<file path="src/hw/civ_consts.svh">
// constants for the can interrupt code encoder
// Summary of operation
// - filter-hit field bits 12:8, filter number
// - fifo interrupt code equals fifo index
// - no pending interrupt reads 1000000
// - bus error reports code 1000001
// - wake-up reports code 1000010
// - receive overflow reports code 1000011
// - address error reports code 1000100
// - bandwidth error reports code 1000101
// - timestamp timer reports code 1000110
// - mode change reports code 1001111
// - invalid message reports code 1001000
// - only enabled sources change the code field; every accepted message loads the filter-hit field
// - unused bits read zero, writes ignored
`ifndef CIV_CONSTS_SVH
`define CIV_CONSTS_SVH
// ----------------------------------------
// register map
// ----------------------------------------
`define CIV_VEC_OFFSET     8'h00
`define CIV_STAT_OFFSET    8'h04
`define CIV_SRCEN_OFFSET   8'h08
`define CIV_IRQEN_OFFSET   8'h0c
`define CIV_IRQCLR_OFFSET  8'h10
// ----------------------------------------
// field positions and codes
// ----------------------------------------
`define CIV_HIT_LSB        8
`define CIV_CODE_NONE      7'h40
`define CIV_CODE_BUSERR    7'h41
`define CIV_CODE_WAKE      7'h42
`define CIV_CODE_RXOVF     7'h43
`define CIV_CODE_ADDRERR   7'h44
`define CIV_CODE_BWERR     7'h45
`define CIV_CODE_TSTMR     7'h46
`define CIV_CODE_MODE      7'h4f
`define CIV_CODE_INVMSG    7'h48
`define CIV_SRCEN_RESET    8'h00
`endif

</file>
<file path="src/hw/civ_pkg.sv">
// types of the can interrupt code encoder
package civ_pkg;
   typedef struct packed {
      logic [6:0]  code;
      logic [4:0]  hit;
      logic [1:0]  stat;
      logic [1:0]  irqEn;
      logic [7:0]  srcEn;
      logic [31:0] rdata;
      logic        irq;
   } civ_state_t;
endpackage

</file>
<file path="src/hw/civ_encoder.sv">
// can interrupt code encoder with register port
`timescale 1ns/1ns
`include "civ_consts.svh"
module civ_encoder #(
   parameter int NUM_FIFO = 32
) (
   input  wire logic          sys_clk,
   input  wire logic          rstn,
   input  wire logic [7:0]    regAddr,
   input  wire logic [31:0]   regWdata,
   input  wire logic          regWrite,
   input  wire logic          regRead,
   output logic      [31:0]   regRdata,
   output logic               irqOut,
   input  wire logic [31:0]   fifo_status_vector,
   input  wire logic [31:0]   fifoIntEnable,
   input  wire logic          bus_error_flag,
   input  wire logic          wakeup_flag,
   input  wire logic          receive_overflow_flag,
   input  wire logic          addrErrFlag,
   input  wire logic          bandwidthErrFlag,
   input  wire logic          timestamp_timer_flag,
   input  wire logic          mode_change_flag,
   input  wire logic          invalid_message_flag,
   input  wire logic          msgAccepted,
   input  wire logic [4:0]    acceptFilter
);
   import civ_pkg::*;

   initial begin
      if (NUM_FIFO < 1 || NUM_FIFO > 32) begin
         $error("NUM_FIFO must be 1 to 32");
      end
   end

   civ_state_t state_reg;
   civ_state_t state_next;
   logic [7:0]  modPend;
   logic [31:0] fifoPend;
   logic [6:0]  newCode;
   logic [31:0] vecWord;

   // ----------------------------------------
   // pending and enabled sources
   // ----------------------------------------
   // bit order equals priority order, lowest bit wins
   assign modPend = state_reg.srcEn & {invalid_message_flag, mode_change_flag,
      timestamp_timer_flag, bandwidthErrFlag, addrErrFlag, receive_overflow_flag,
      wakeup_flag, bus_error_flag};

   generate
      for (genvar i = 0; i < 32; i++) begin : g_fifo
         if (i < NUM_FIFO) begin : g_on
            assign fifoPend[i] = fifo_status_vector[i] & fifoIntEnable[i];
         end else begin : g_off
            assign fifoPend[i] = 1'b0;
         end
      end
   endgenerate

   // ----------------------------------------
   // priority encoder
   // ----------------------------------------
   // module events outrank fifos; errors must not starve behind traffic
   always_comb begin
      newCode = `CIV_CODE_NONE;
      for (int i = 31; i >= 0; i--) begin
         if (fifoPend[i]) begin
            newCode = 7'(i);
         end
      end
      if (modPend[7]) newCode = `CIV_CODE_INVMSG;
      if (modPend[6]) newCode = `CIV_CODE_MODE;
      if (modPend[5]) newCode = `CIV_CODE_TSTMR;
      if (modPend[4]) newCode = `CIV_CODE_BWERR;
      if (modPend[3]) newCode = `CIV_CODE_ADDRERR;
      if (modPend[2]) newCode = `CIV_CODE_RXOVF;
      if (modPend[1]) newCode = `CIV_CODE_WAKE;
      if (modPend[0]) newCode = `CIV_CODE_BUSERR;
   end

   assign vecWord = {19'h0, state_reg.hit, 1'b0, state_reg.code};

   // ----------------------------------------
   // state update
   // ----------------------------------------
   always_comb begin
      state_next = state_reg;
      state_next.code = newCode;
      if (msgAccepted) begin
         state_next.hit = acceptFilter;
      end
      if (regWrite && regAddr == `CIV_SRCEN_OFFSET) begin
         state_next.srcEn = regWdata[7:0];
      end
      if (regWrite && regAddr == `CIV_IRQEN_OFFSET) begin
         state_next.irqEn = regWdata[1:0];
      end
      if (regWrite && regAddr == `CIV_IRQCLR_OFFSET) begin
         state_next.stat = state_reg.stat & ~regWdata[1:0];
      end
      // set wins over a clear in the same cycle
      if (newCode != `CIV_CODE_NONE && state_reg.code == `CIV_CODE_NONE) begin
         state_next.stat[0] = 1'b1;
      end
      if (msgAccepted) begin
         state_next.stat[1] = 1'b1;
      end
      state_next.irq = |(state_next.stat & state_next.irqEn);
      state_next.rdata = 32'h0;
      if (regRead) begin
         unique case (regAddr)
            `CIV_VEC_OFFSET:   state_next.rdata = vecWord;
            `CIV_STAT_OFFSET:  state_next.rdata = {30'h0, state_reg.stat};
            `CIV_SRCEN_OFFSET: state_next.rdata = {24'h0, state_reg.srcEn};
            `CIV_IRQEN_OFFSET: state_next.rdata = {30'h0, state_reg.irqEn};
            default:           state_next.rdata = 32'h0;
         endcase
      end
   end

   always_ff @(posedge sys_clk or negedge rstn) begin
      if (!rstn) begin
         state_reg       <= '0;
         state_reg.code  <= `CIV_CODE_NONE;
         state_reg.srcEn <= `CIV_SRCEN_RESET;
      end else begin
         state_reg <= state_next;
      end
   end

   assign regRdata = state_reg.rdata;
   assign irqOut   = state_reg.irq;

   // ----------------------------------------
   // checks
   // ----------------------------------------
   AST_NONE: assert property (@(posedge sys_clk) disable iff (!rstn)
      (modPend == 8'h0 && fifoPend == 32'h0) |=> state_reg.code == `CIV_CODE_NONE)
      else $error("idle code wrong");
   AST_BUSERR: assert property (@(posedge sys_clk) disable iff (!rstn)
      modPend[0] |=> state_reg.code == `CIV_CODE_BUSERR)
      else $error("bus error code wrong");
   AST_MODE: assert property (@(posedge sys_clk) disable iff (!rstn)
      (modPend[6:0] == 7'h40) |=> state_reg.code == `CIV_CODE_MODE)
      else $error("mode change code wrong");
   AST_FIFO: assert property (@(posedge sys_clk) disable iff (!rstn)
      (modPend == 8'h0 && fifoPend[0]) |=> state_reg.code == 7'h00)
      else $error("fifo code wrong");
   AST_RESV: assert property (@(posedge sys_clk) disable iff (!rstn)
      !(state_reg.code inside {[7'h20:7'h3f], [7'h49:7'h4e], [7'h50:7'h7f]}))
      else $error("reserved code produced");
   AST_MASKED: assert property (@(posedge sys_clk) disable iff (!rstn)
      (state_reg.srcEn == 8'h0 && fifoIntEnable == 32'h0) |=>
      state_reg.code == `CIV_CODE_NONE)
      else $error("disabled source reported");
   AST_HIT: assert property (@(posedge sys_clk) disable iff (!rstn)
      msgAccepted |=> state_reg.hit == $past(acceptFilter))
      else $error("filter hit not captured");
   AST_ZERO: assert property (@(posedge sys_clk) disable iff (!rstn)
      (regRead && regAddr == `CIV_VEC_OFFSET) |=>
      (regRdata[31:13] == 19'h0 && regRdata[7] == 1'b0))
      else $error("unused bits not zero");
   AST_RDVEC: assert property (@(posedge sys_clk) disable iff (!rstn)
      (regRead && regAddr == `CIV_VEC_OFFSET) |=>
      regRdata[12:8] == $past(state_reg.hit))
      else $error("filter field wrong");
   COV_FIFO: cover property (@(posedge sys_clk) disable iff (!rstn)
      state_reg.code == 7'h1f);
   COV_INV: cover property (@(posedge sys_clk) disable iff (!rstn)
      state_reg.code == `CIV_CODE_INVMSG);
   COV_IRQ: cover property (@(posedge sys_clk) disable iff (!rstn) irqOut);
endmodule

</file>
<file path="config.mk">
export PLATFORM = sky130hd
export DESIGN_NAME = civ_encoder
export DESIGN_NICKNAME = d
export VERILOG_FILES = /design/src/hw/civ_pkg.sv /design/src/hw/civ_encoder.sv
export VERILOG_INCLUDE_DIRS = /design/src /design/src/hw
export SDC_FILE = /design/constraint.sdc
export NUM_CORES = 1
export LEC_CHECK = 0
export ABC_CLOCK_PERIOD_IN_PS = 1800
export BUFFER_PORTS_ARGS = -buffer_cell sky130_fd_sc_hd__buf_2
export CELL_PAD_IN_SITES_DETAIL_PLACEMENT = 1
export CELL_PAD_IN_SITES_GLOBAL_PLACEMENT = 1
export CORE_ASPECT_RATIO = 2
export CORE_MARGIN = 4
export CORE_UTILIZATION = 30
export DETAILED_ROUTE_END_ITERATION = 12
export HOLD_SLACK_MARGIN = 0.12
export PLACE_DENSITY_LB_ADDON = 0.1
export RECOVER_POWER = 100
export SLEW_MARGIN = 20
export SYNTH_ARGS = -nofsm -noshare
export SYNTH_HDL_FRONTEND = slang
export SYNTH_SLANG_ARGS = --single-unit
</file>
<file path="constraint.sdc">
create_clock -name sys_clk -period 1.8 [get_ports sys_clk]
set_input_delay 0.09 -clock sys_clk [delete_from_list [all_inputs] [get_ports sys_clk]]
set_output_delay 0.09 -clock sys_clk [all_outputs]
set_load 0.05 [all_outputs]
</file>
==> flow_metrics.env, run 1 <==
export IMPL_worst_slew_pin_slew_ps=912
export IMPL_fillers=972
export IMPL_period_share_pct=91.3
export IMPL_ant_nets=0
export IMPL_critPathArrivalTime_ps=1860
export IMPL_crit_type="input port to register"
export IMPL_synth_xor_area_share_pct=0
export IMPL_synth_edf_count=0
export IMPL_finalPower_mw=2.38
export IMPL_final_cell_mix="buf_2, nand2_1, dfrtp_1, buf_4, conb_1"
export IMPL_synth_mux_area_fraction_pct=9.61
export IMPL_final_util_pct=42.7
export IMPL_rows=46
export IMPL_clk_pin_slew_worst_paths_ps=50
export IMPL_dr_pass1_iters=4
export IMPL_n_antenna_cell=0
export IMPL_synth_top_family_by_area="simple AND/OR/NAND/NOR gates"
export IMPL_fin_worst_skew_ps=6.87
export IMPL_synthAdderAreaFrac_pct=0
export IMPL_hold_path_class="input port to register"
export IMPL_ir_drop_mv=0.295
export IMPL_final_common_cell="buf_2"
export IMPL_synth_ff_type="dfrtp_1"
export IMPL_slew_violations=0
export IMPL_crit_path_start_kind="input port"
export IMPL_dp_final_hpwl_mm=7.09
export IMPL_slew_limit_headroom_pct=39.2
export IMPL_synth_area_leaders="dfrtp_1, buf_4, mux2_2, nand2_1, a22o_1"
export IMPL_yosysSeqAreaShare_pct=38.3
export IMPL_use_met3_pct=2.61
export IMPL_netlist_area_sq_mm=0.00242
export IMPL_finalWorstPathRequiredPeriod_ps=1640
export IMPL_crit_required_ps=2020
export IMPL_grt_pass1_wl_mm=12.7
export IMPL_placed_area_sq_mm=0.00311
export IMPL_dpl_cell_count=469
export IMPL_p_leak_nw=1.69
export IMPL_drc_errors=0
export IMPL_cp_slowest_cell="or4_4"
export IMPL_p_per_area_mw_per_mm2=705
export IMPL_gp_congestion=0.865
export IMPL_max_freq_ghz=0.609
export IMPL_globalRouteOverflowTotal=0
export IMPL_wl_per_cell_um=16.6
export IMPL_area_growth_synth_to_final_pct=39.1
export IMPL_yosys_warnings=0
export IMPL_clk_latency_ps=280
export IMPL_dieArea_sq_mm=0.00966
export IMPL_cts_tree="yes"
export IMPL_htree_levels=2
export IMPL_synth_simple_area_share_pct=21.3
export IMPL_numCtsBuffers=5
export IMPL_ys_seq_elements=37
export IMPL_tns_ps=0
export IMPL_cts_sinks=37
export IMPL_dr_total_vias=2427
export IMPL_io_pins=155
export IMPL_grt_start_max_net_pins=38
export IMPL_finalHoldViolations=0
export IMPL_dieWidth_um=71.5
export IMPL_synth_cell_type_count=51
export IMPL_clk_path_buf_depth=2
export IMPL_use_met2_pct=38.2
export IMPL_drv_cap=0
export IMPL_synth_compound_area_share_pct=19.8
export IMPL_vias_per_cell=4.94
export IMPL_crit_path_end_kind="register"
export IMPL_crit_chain="buf_2, or4_4, nor3_2, clkbuf_4, nand2_1, or2_0, nor2_4, and2_1"
export IMPL_rsz0062_at_grt="no"
export IMPL_grtUsageMet1_pct=13.0
export IMPL_synth_top_cell_by_area="dfrtp_1"
export IMPL_die_h_um=135
export IMPL_cts_root_buf="clkbuf_16"
export IMPL_finalSetupViolCount=0
export IMPL_drive_gt1_share_pct=40.5
export IMPL_synth_async_sr_flop_share_pct=100
export IMPL_start_util_pct=30.7
export IMPL_grt_pass1_vias=2772
export IMPL_synthCells=253
export IMPL_largest_register_ffs=23
export IMPL_core_area_sq_mm=0.00789
export IMPL_path_buf_inv=2
export IMPL_cp_max_fo=5
export IMPL_layout_nets=517
export IMPL_syn_avg_cell_area_sq_um=9.57
export IMPL_status="finished clean"
export IMPL_portBuffers=111
export IMPL_antenna_found_initial=0
export IMPL_initialDrtViolationCount=49
export IMPL_final_instance_count_excl_fill=491
export IMPL_critical_path_max_stage_delay_ps=540
export IMPL_wl_mm=8.13
export IMPL_top_usage_layer="met2"
export IMPL_netlist_area_leader_share_pct=37.2
export IMPL_critical_path_top_delay_family="simple AND/OR/NAND/NOR gates"
export IMPL_post_cts_buffers=0
export IMPL_fin_area_sq_mm=0.00337
export IMPL_track_usage_pct=17.1
-- cell type report --
| type | instances | area [sq um] | area share, % |
|---|---|---|---|
| clock buffers | 7 | 143 | 4.23 |
| inverters | 1 | 3.75 | 0.111 |
| multi-input cells | 198 | 1300 | 38.6 |
| flip-flops and latches | 37 | 927 | 27.5 |
| well taps | 96 | 120 | 3.57 |
| repair buffers | 152 | 876 | 26.0 |
-- synth_stat cells (3+ instances only) --
| cell type | count |
|---|---|
| mux2i_1 | 6 |
| buf_4 | 32 |
| a21oi_1 | 9 |
| a22o_1 | 9 |
| mux2_2 | 14 |
| nand3_1 | 11 |
| a32oi_1 | 3 |
| and3_1 | 4 |
| nor4_1 | 3 |
| a32o_1 | 3 |
| o21ai_0 | 8 |
| dfrtp_1 | 36 |
| and2_2 | 3 |
| a31oi_1 | 3 |
| and2_1 | 8 |
| a22oi_1 | 10 |
| nor2_1 | 10 |
| nand2_1 | 41 |
-- metrics by stage --
step	hold WS, ps	worst slack, ps
2_1_floorplan	-206	125
3_3_place_gp	219	-57.3
3_5_place_dp	238	-57.1
4_1_cts	137	55.9
5_1_grt	136	34.1
6_report	134	157
-- power breakdown --
| part | leakage, nW | total (mW) | internal, mW | switching, mW |
|---|---|---|---|---|
| Combinational | 1.14 | 0.608 | 0.266 | 0.342 |
| Clock | 0.0700 | 0.857 | 0.543 | 0.314 |
| Sequential | 0.485 | 0.910 | 0.881 | 0.0286 |
-- worst paths after layout --
path | startpoint | endpoint | slack, ps | depth (start not counted)
max in group asynchronous | rstn | state_reg[43] | 750 | 2
worst max-delay path | regAddr[1] | regRdata[8] | 160 | 8
worst min-delay path | msgAccepted | state_reg[44] | 130 | 2
worst max register to register | state_reg[35] | irqOut | 190 | 7
min in group asynchronous | rstn | state_reg[38] | 470 | 2
worst min register to register | state_reg[46] | regRdata[9] | 470 | 1
-- per-layer routing --
| layer | routed length, um | share of wire (%) | vias to the layer above |
|---|---|---|---|
| li1 | - | - | 1166 |
| met1 | 2220 | 27 | 1159 |
| met2 | 5260 | 65 | 89 |
| met3 | 448 | 5.5 | 13 |
| met4 | 205 | 2.5 | 0 |
| met5 | 0 | 0 | - |
-- cells by family (layout without fill, tap and decap cells) --
group,after synthesis,after routing
AOI/OAI and AO/OA,61,61
buffers and inverters,36,160
DFF,37,37
muxes,21,21
other,1,19
and+or+nand+nor,97,97
-- repair_timing --
action                                  4_1_cts  5_1_grt
hold buffers                                 15        0
hold endpoints to repair                     53        0
resized for setup                             0        2
endpoints found under the setup margin        0        2
-- worst reg2reg max path: cells and delay by family, from the launching register on --
kind                   cells  cell delay (ps)
buffers and inverters      1              150
AND/OR/NAND/NOR            1              230
AO/OA/AOI/OAI              5              740
flip-flops                 1              410
(Power assumes the default switching activity.)
==> run 2, diff against run 1 <==
--- a/config.mk
+++ b/config.mk
@@ -17,6 +17,7 @@
 export HOLD_SLACK_MARGIN = 0.12
 export PLACE_DENSITY_LB_ADDON = 0.1
 export RECOVER_POWER = 100
+export SETUP_SLACK_MARGIN = 0.5
 export SLEW_MARGIN = 20
 export SYNTH_ARGS = -nofsm -noshare
 export SYNTH_HDL_FRONTEND = slang
==> run 2 against run 1 <==
Effect of this change:
- total power increased by 3.2%
- critical path depth decreased by 1
- cell area increased by 11%
- critical endpoint is now irqOut
- largest power group unchanged
==> flow_metrics.env, run 2 (synthesis gave the netlist of run 1 again) <==
export IMPL_cp_num_cells=7
export IMPL_gp_congestion=0.824
export IMPL_final_instance_count_excl_fill=512
export IMPL_r2r_end="irqOut"
export IMPL_globalRouteOverflowTotal=0
export IMPL_htree_levels=2
export IMPL_numCtsBuffers=5
export IMPL_rsz0062_at_grt="yes"
export IMPL_cp_max_fo=3
export IMPL_antenna_found_initial=0
export IMPL_max_freq_ghz=0.623
export IMPL_ir_drop_mv=0.303
export IMPL_critical_path_top_delay_family="compound AO/OA/AOI/OAI gates"
export IMPL_dp_final_hpwl_mm=6.98
export IMPL_slew_violations=0
export IMPL_ant_nets=0
export IMPL_dieWidth_um=71.5
export IMPL_dpl_cell_count=474
export IMPL_grt_start_max_net_pins=25
export IMPL_fillers=961
export IMPL_grt_pass1_vias=2849
export IMPL_finalPower_mw=2.45
export IMPL_wl_per_cell_um=16.7
export IMPL_worstHoldStart="regRead"
export IMPL_clk_latency_ps=270
export IMPL_status="finished clean"
export IMPL_slew_limit_headroom_pct=14.8
export IMPL_period_share_pct=89.1
export IMPL_area_growth_synth_to_final_pct=53.9
export IMPL_seq_area_sq_um=927
export IMPL_cpMostUsedCell="buf_4"
export IMPL_initialDrtViolationCount=86
export IMPL_hold_end="regRdata[5]"
export IMPL_crit_chain="nand2_2, buf_4, nand3_1, inv_1, buf_4, a2111oi_4, o21ai_2"
export IMPL_finalWorstPathRequiredPeriod_ps=1600
export IMPL_reg2reg_depth=7
export IMPL_finalHoldViolations=0
export IMPL_drc_errors=0
export IMPL_core_area_sq_mm=0.00789
export IMPL_final_cell_mix="buf_2, buf_4, dfrtp_1, nand2_1, conb_1"
export IMPL_multi_input_area_sq_mm=0.00146
export IMPL_largest_register_ffs=23
export IMPL_grt_pass1_wl_mm=13.2
export IMPL_crit_path_start_kind="register"
export IMPL_cp_slowest_cell="a2111oi_4"
export IMPL_dr_total_vias=2537
export IMPL_crit_required_ps=1950
export IMPL_r2r_start="state_reg[39]"
export IMPL_final_common_cell="buf_2"
export IMPL_start_util_pct=30.7
export IMPL_n_antenna_cell=0
export IMPL_hold_path_class="input port to register"
export IMPL_tns_ps=0
export IMPL_critPathArrivalTime_ps=1760
export IMPL_vias_per_cell=4.96
export IMPL_layout_nets=538
export IMPL_cts_sinks=37
export IMPL_portBuffers=111
export IMPL_clk_path_buf_depth=2
export IMPL_dieArea_sq_mm=0.00966
export IMPL_dr_pass1_iters=4
export IMPL_io_pins=155
export IMPL_drive_gt1_share_pct=49.5
export IMPL_crit_path_end_kind="register"
export IMPL_track_usage_pct=17.9
export IMPL_critical_path_max_stage_delay_ps=390
export IMPL_whs_path_depth=2
export IMPL_path_buf_inv=3
export IMPL_reg2reg_setup_slack_ps=200
export IMPL_crit_type="register to register"
export IMPL_p_per_area_mw_per_mm2=658
export IMPL_cts_tree="yes"
export IMPL_cts_root_buf="clkbuf_16"
export IMPL_p_leak_nw=1.85
export IMPL_drv_cap=0
export IMPL_worst_slew_pin_slew_ps=1280
export IMPL_die_h_um=135
export IMPL_rows=46
export IMPL_finalSetupViolCount=0
export IMPL_fin_worst_skew_ps=5.35
export IMPL_wl_mm=8.53
export IMPL_clk_pin_slew_worst_paths_ps=50
export IMPL_crit_start="state_reg[39]"
==> run 2: final cells by class <==
type / instances / area share (%)
clock buffers: 7 / 3.83
well taps: 96 / 3.22
repair buffers: 173 / 28.9
inverters: 1 / 0.101
flip-flops and latches: 37 / 24.9
multi-input cells: 198 / 39.1
==> run 2: where the power goes <==
part           switching (mW)  leakage, nW  internal, mW  total (mW)
registers              0.0309        0.485         0.881       0.912
clock network           0.299       0.0700         0.543       0.841
logic                   0.378         1.30         0.321       0.699
==> run 2: stage by stage <==
step / setup WS (ps) / utilization [%] / hold slack (ps) / area [sq um]
floorplan: 190 / - / -206 / 2500
global placement: -69.4 / 40.1 / 104 / 3170
detailed placement: -86.1 / 40.1 / 104 / 3170
CTS: 288 / 47.7 / 123 / 3760
global route: 99.7 / 47.3 / 88.6 / 3730
finish: 195 / 47.3 / 97.9 / 3730
==> run 2: worst register-to-register path: cells and delay by family (launching register included) <==
family                 cells  cell delay [ps]
AO/OA/AOI/OAI              2              470
AND/OR/NAND/NOR            2              250
buffers and inverters      3              390
flip-flops                 1              370
==> run 2: timing repair <==
action / CTS / global route
hold buffers: 12 / 0
buffers inserted: 16 / 3
endpoints found under the setup margin: 29 / 30
gates resized for setup: 43 / 12
pin swaps: 23 / 13
endpoints found under the hold margin: 32 / 0
==> run 2: worst max-delay path by stage <==
stage,to,slack [ps]
6_report,irqOut,200
5_1_grt,state_reg[43],100
4_1_cts,irqOut,290
3_5_place_dp,irqOut,-90
3_3_place_gp,irqOut,-70
2_1_floorplan,irqOut,190
==> run 2: routing by layer <==
| layer | vias up | GRT usage, % | wire length (um) |
|---|---|---|---|
| met5 | - | 0 | 0 |
| met4 | 0 | 9.00 | 332 |
| met3 | 23 | 1.86 | 398 |
| met2 | 91 | 39.0 | 5420 |
| met1 | 1213 | 14.1 | 2370 |
| li1 | 1210 | - | - |
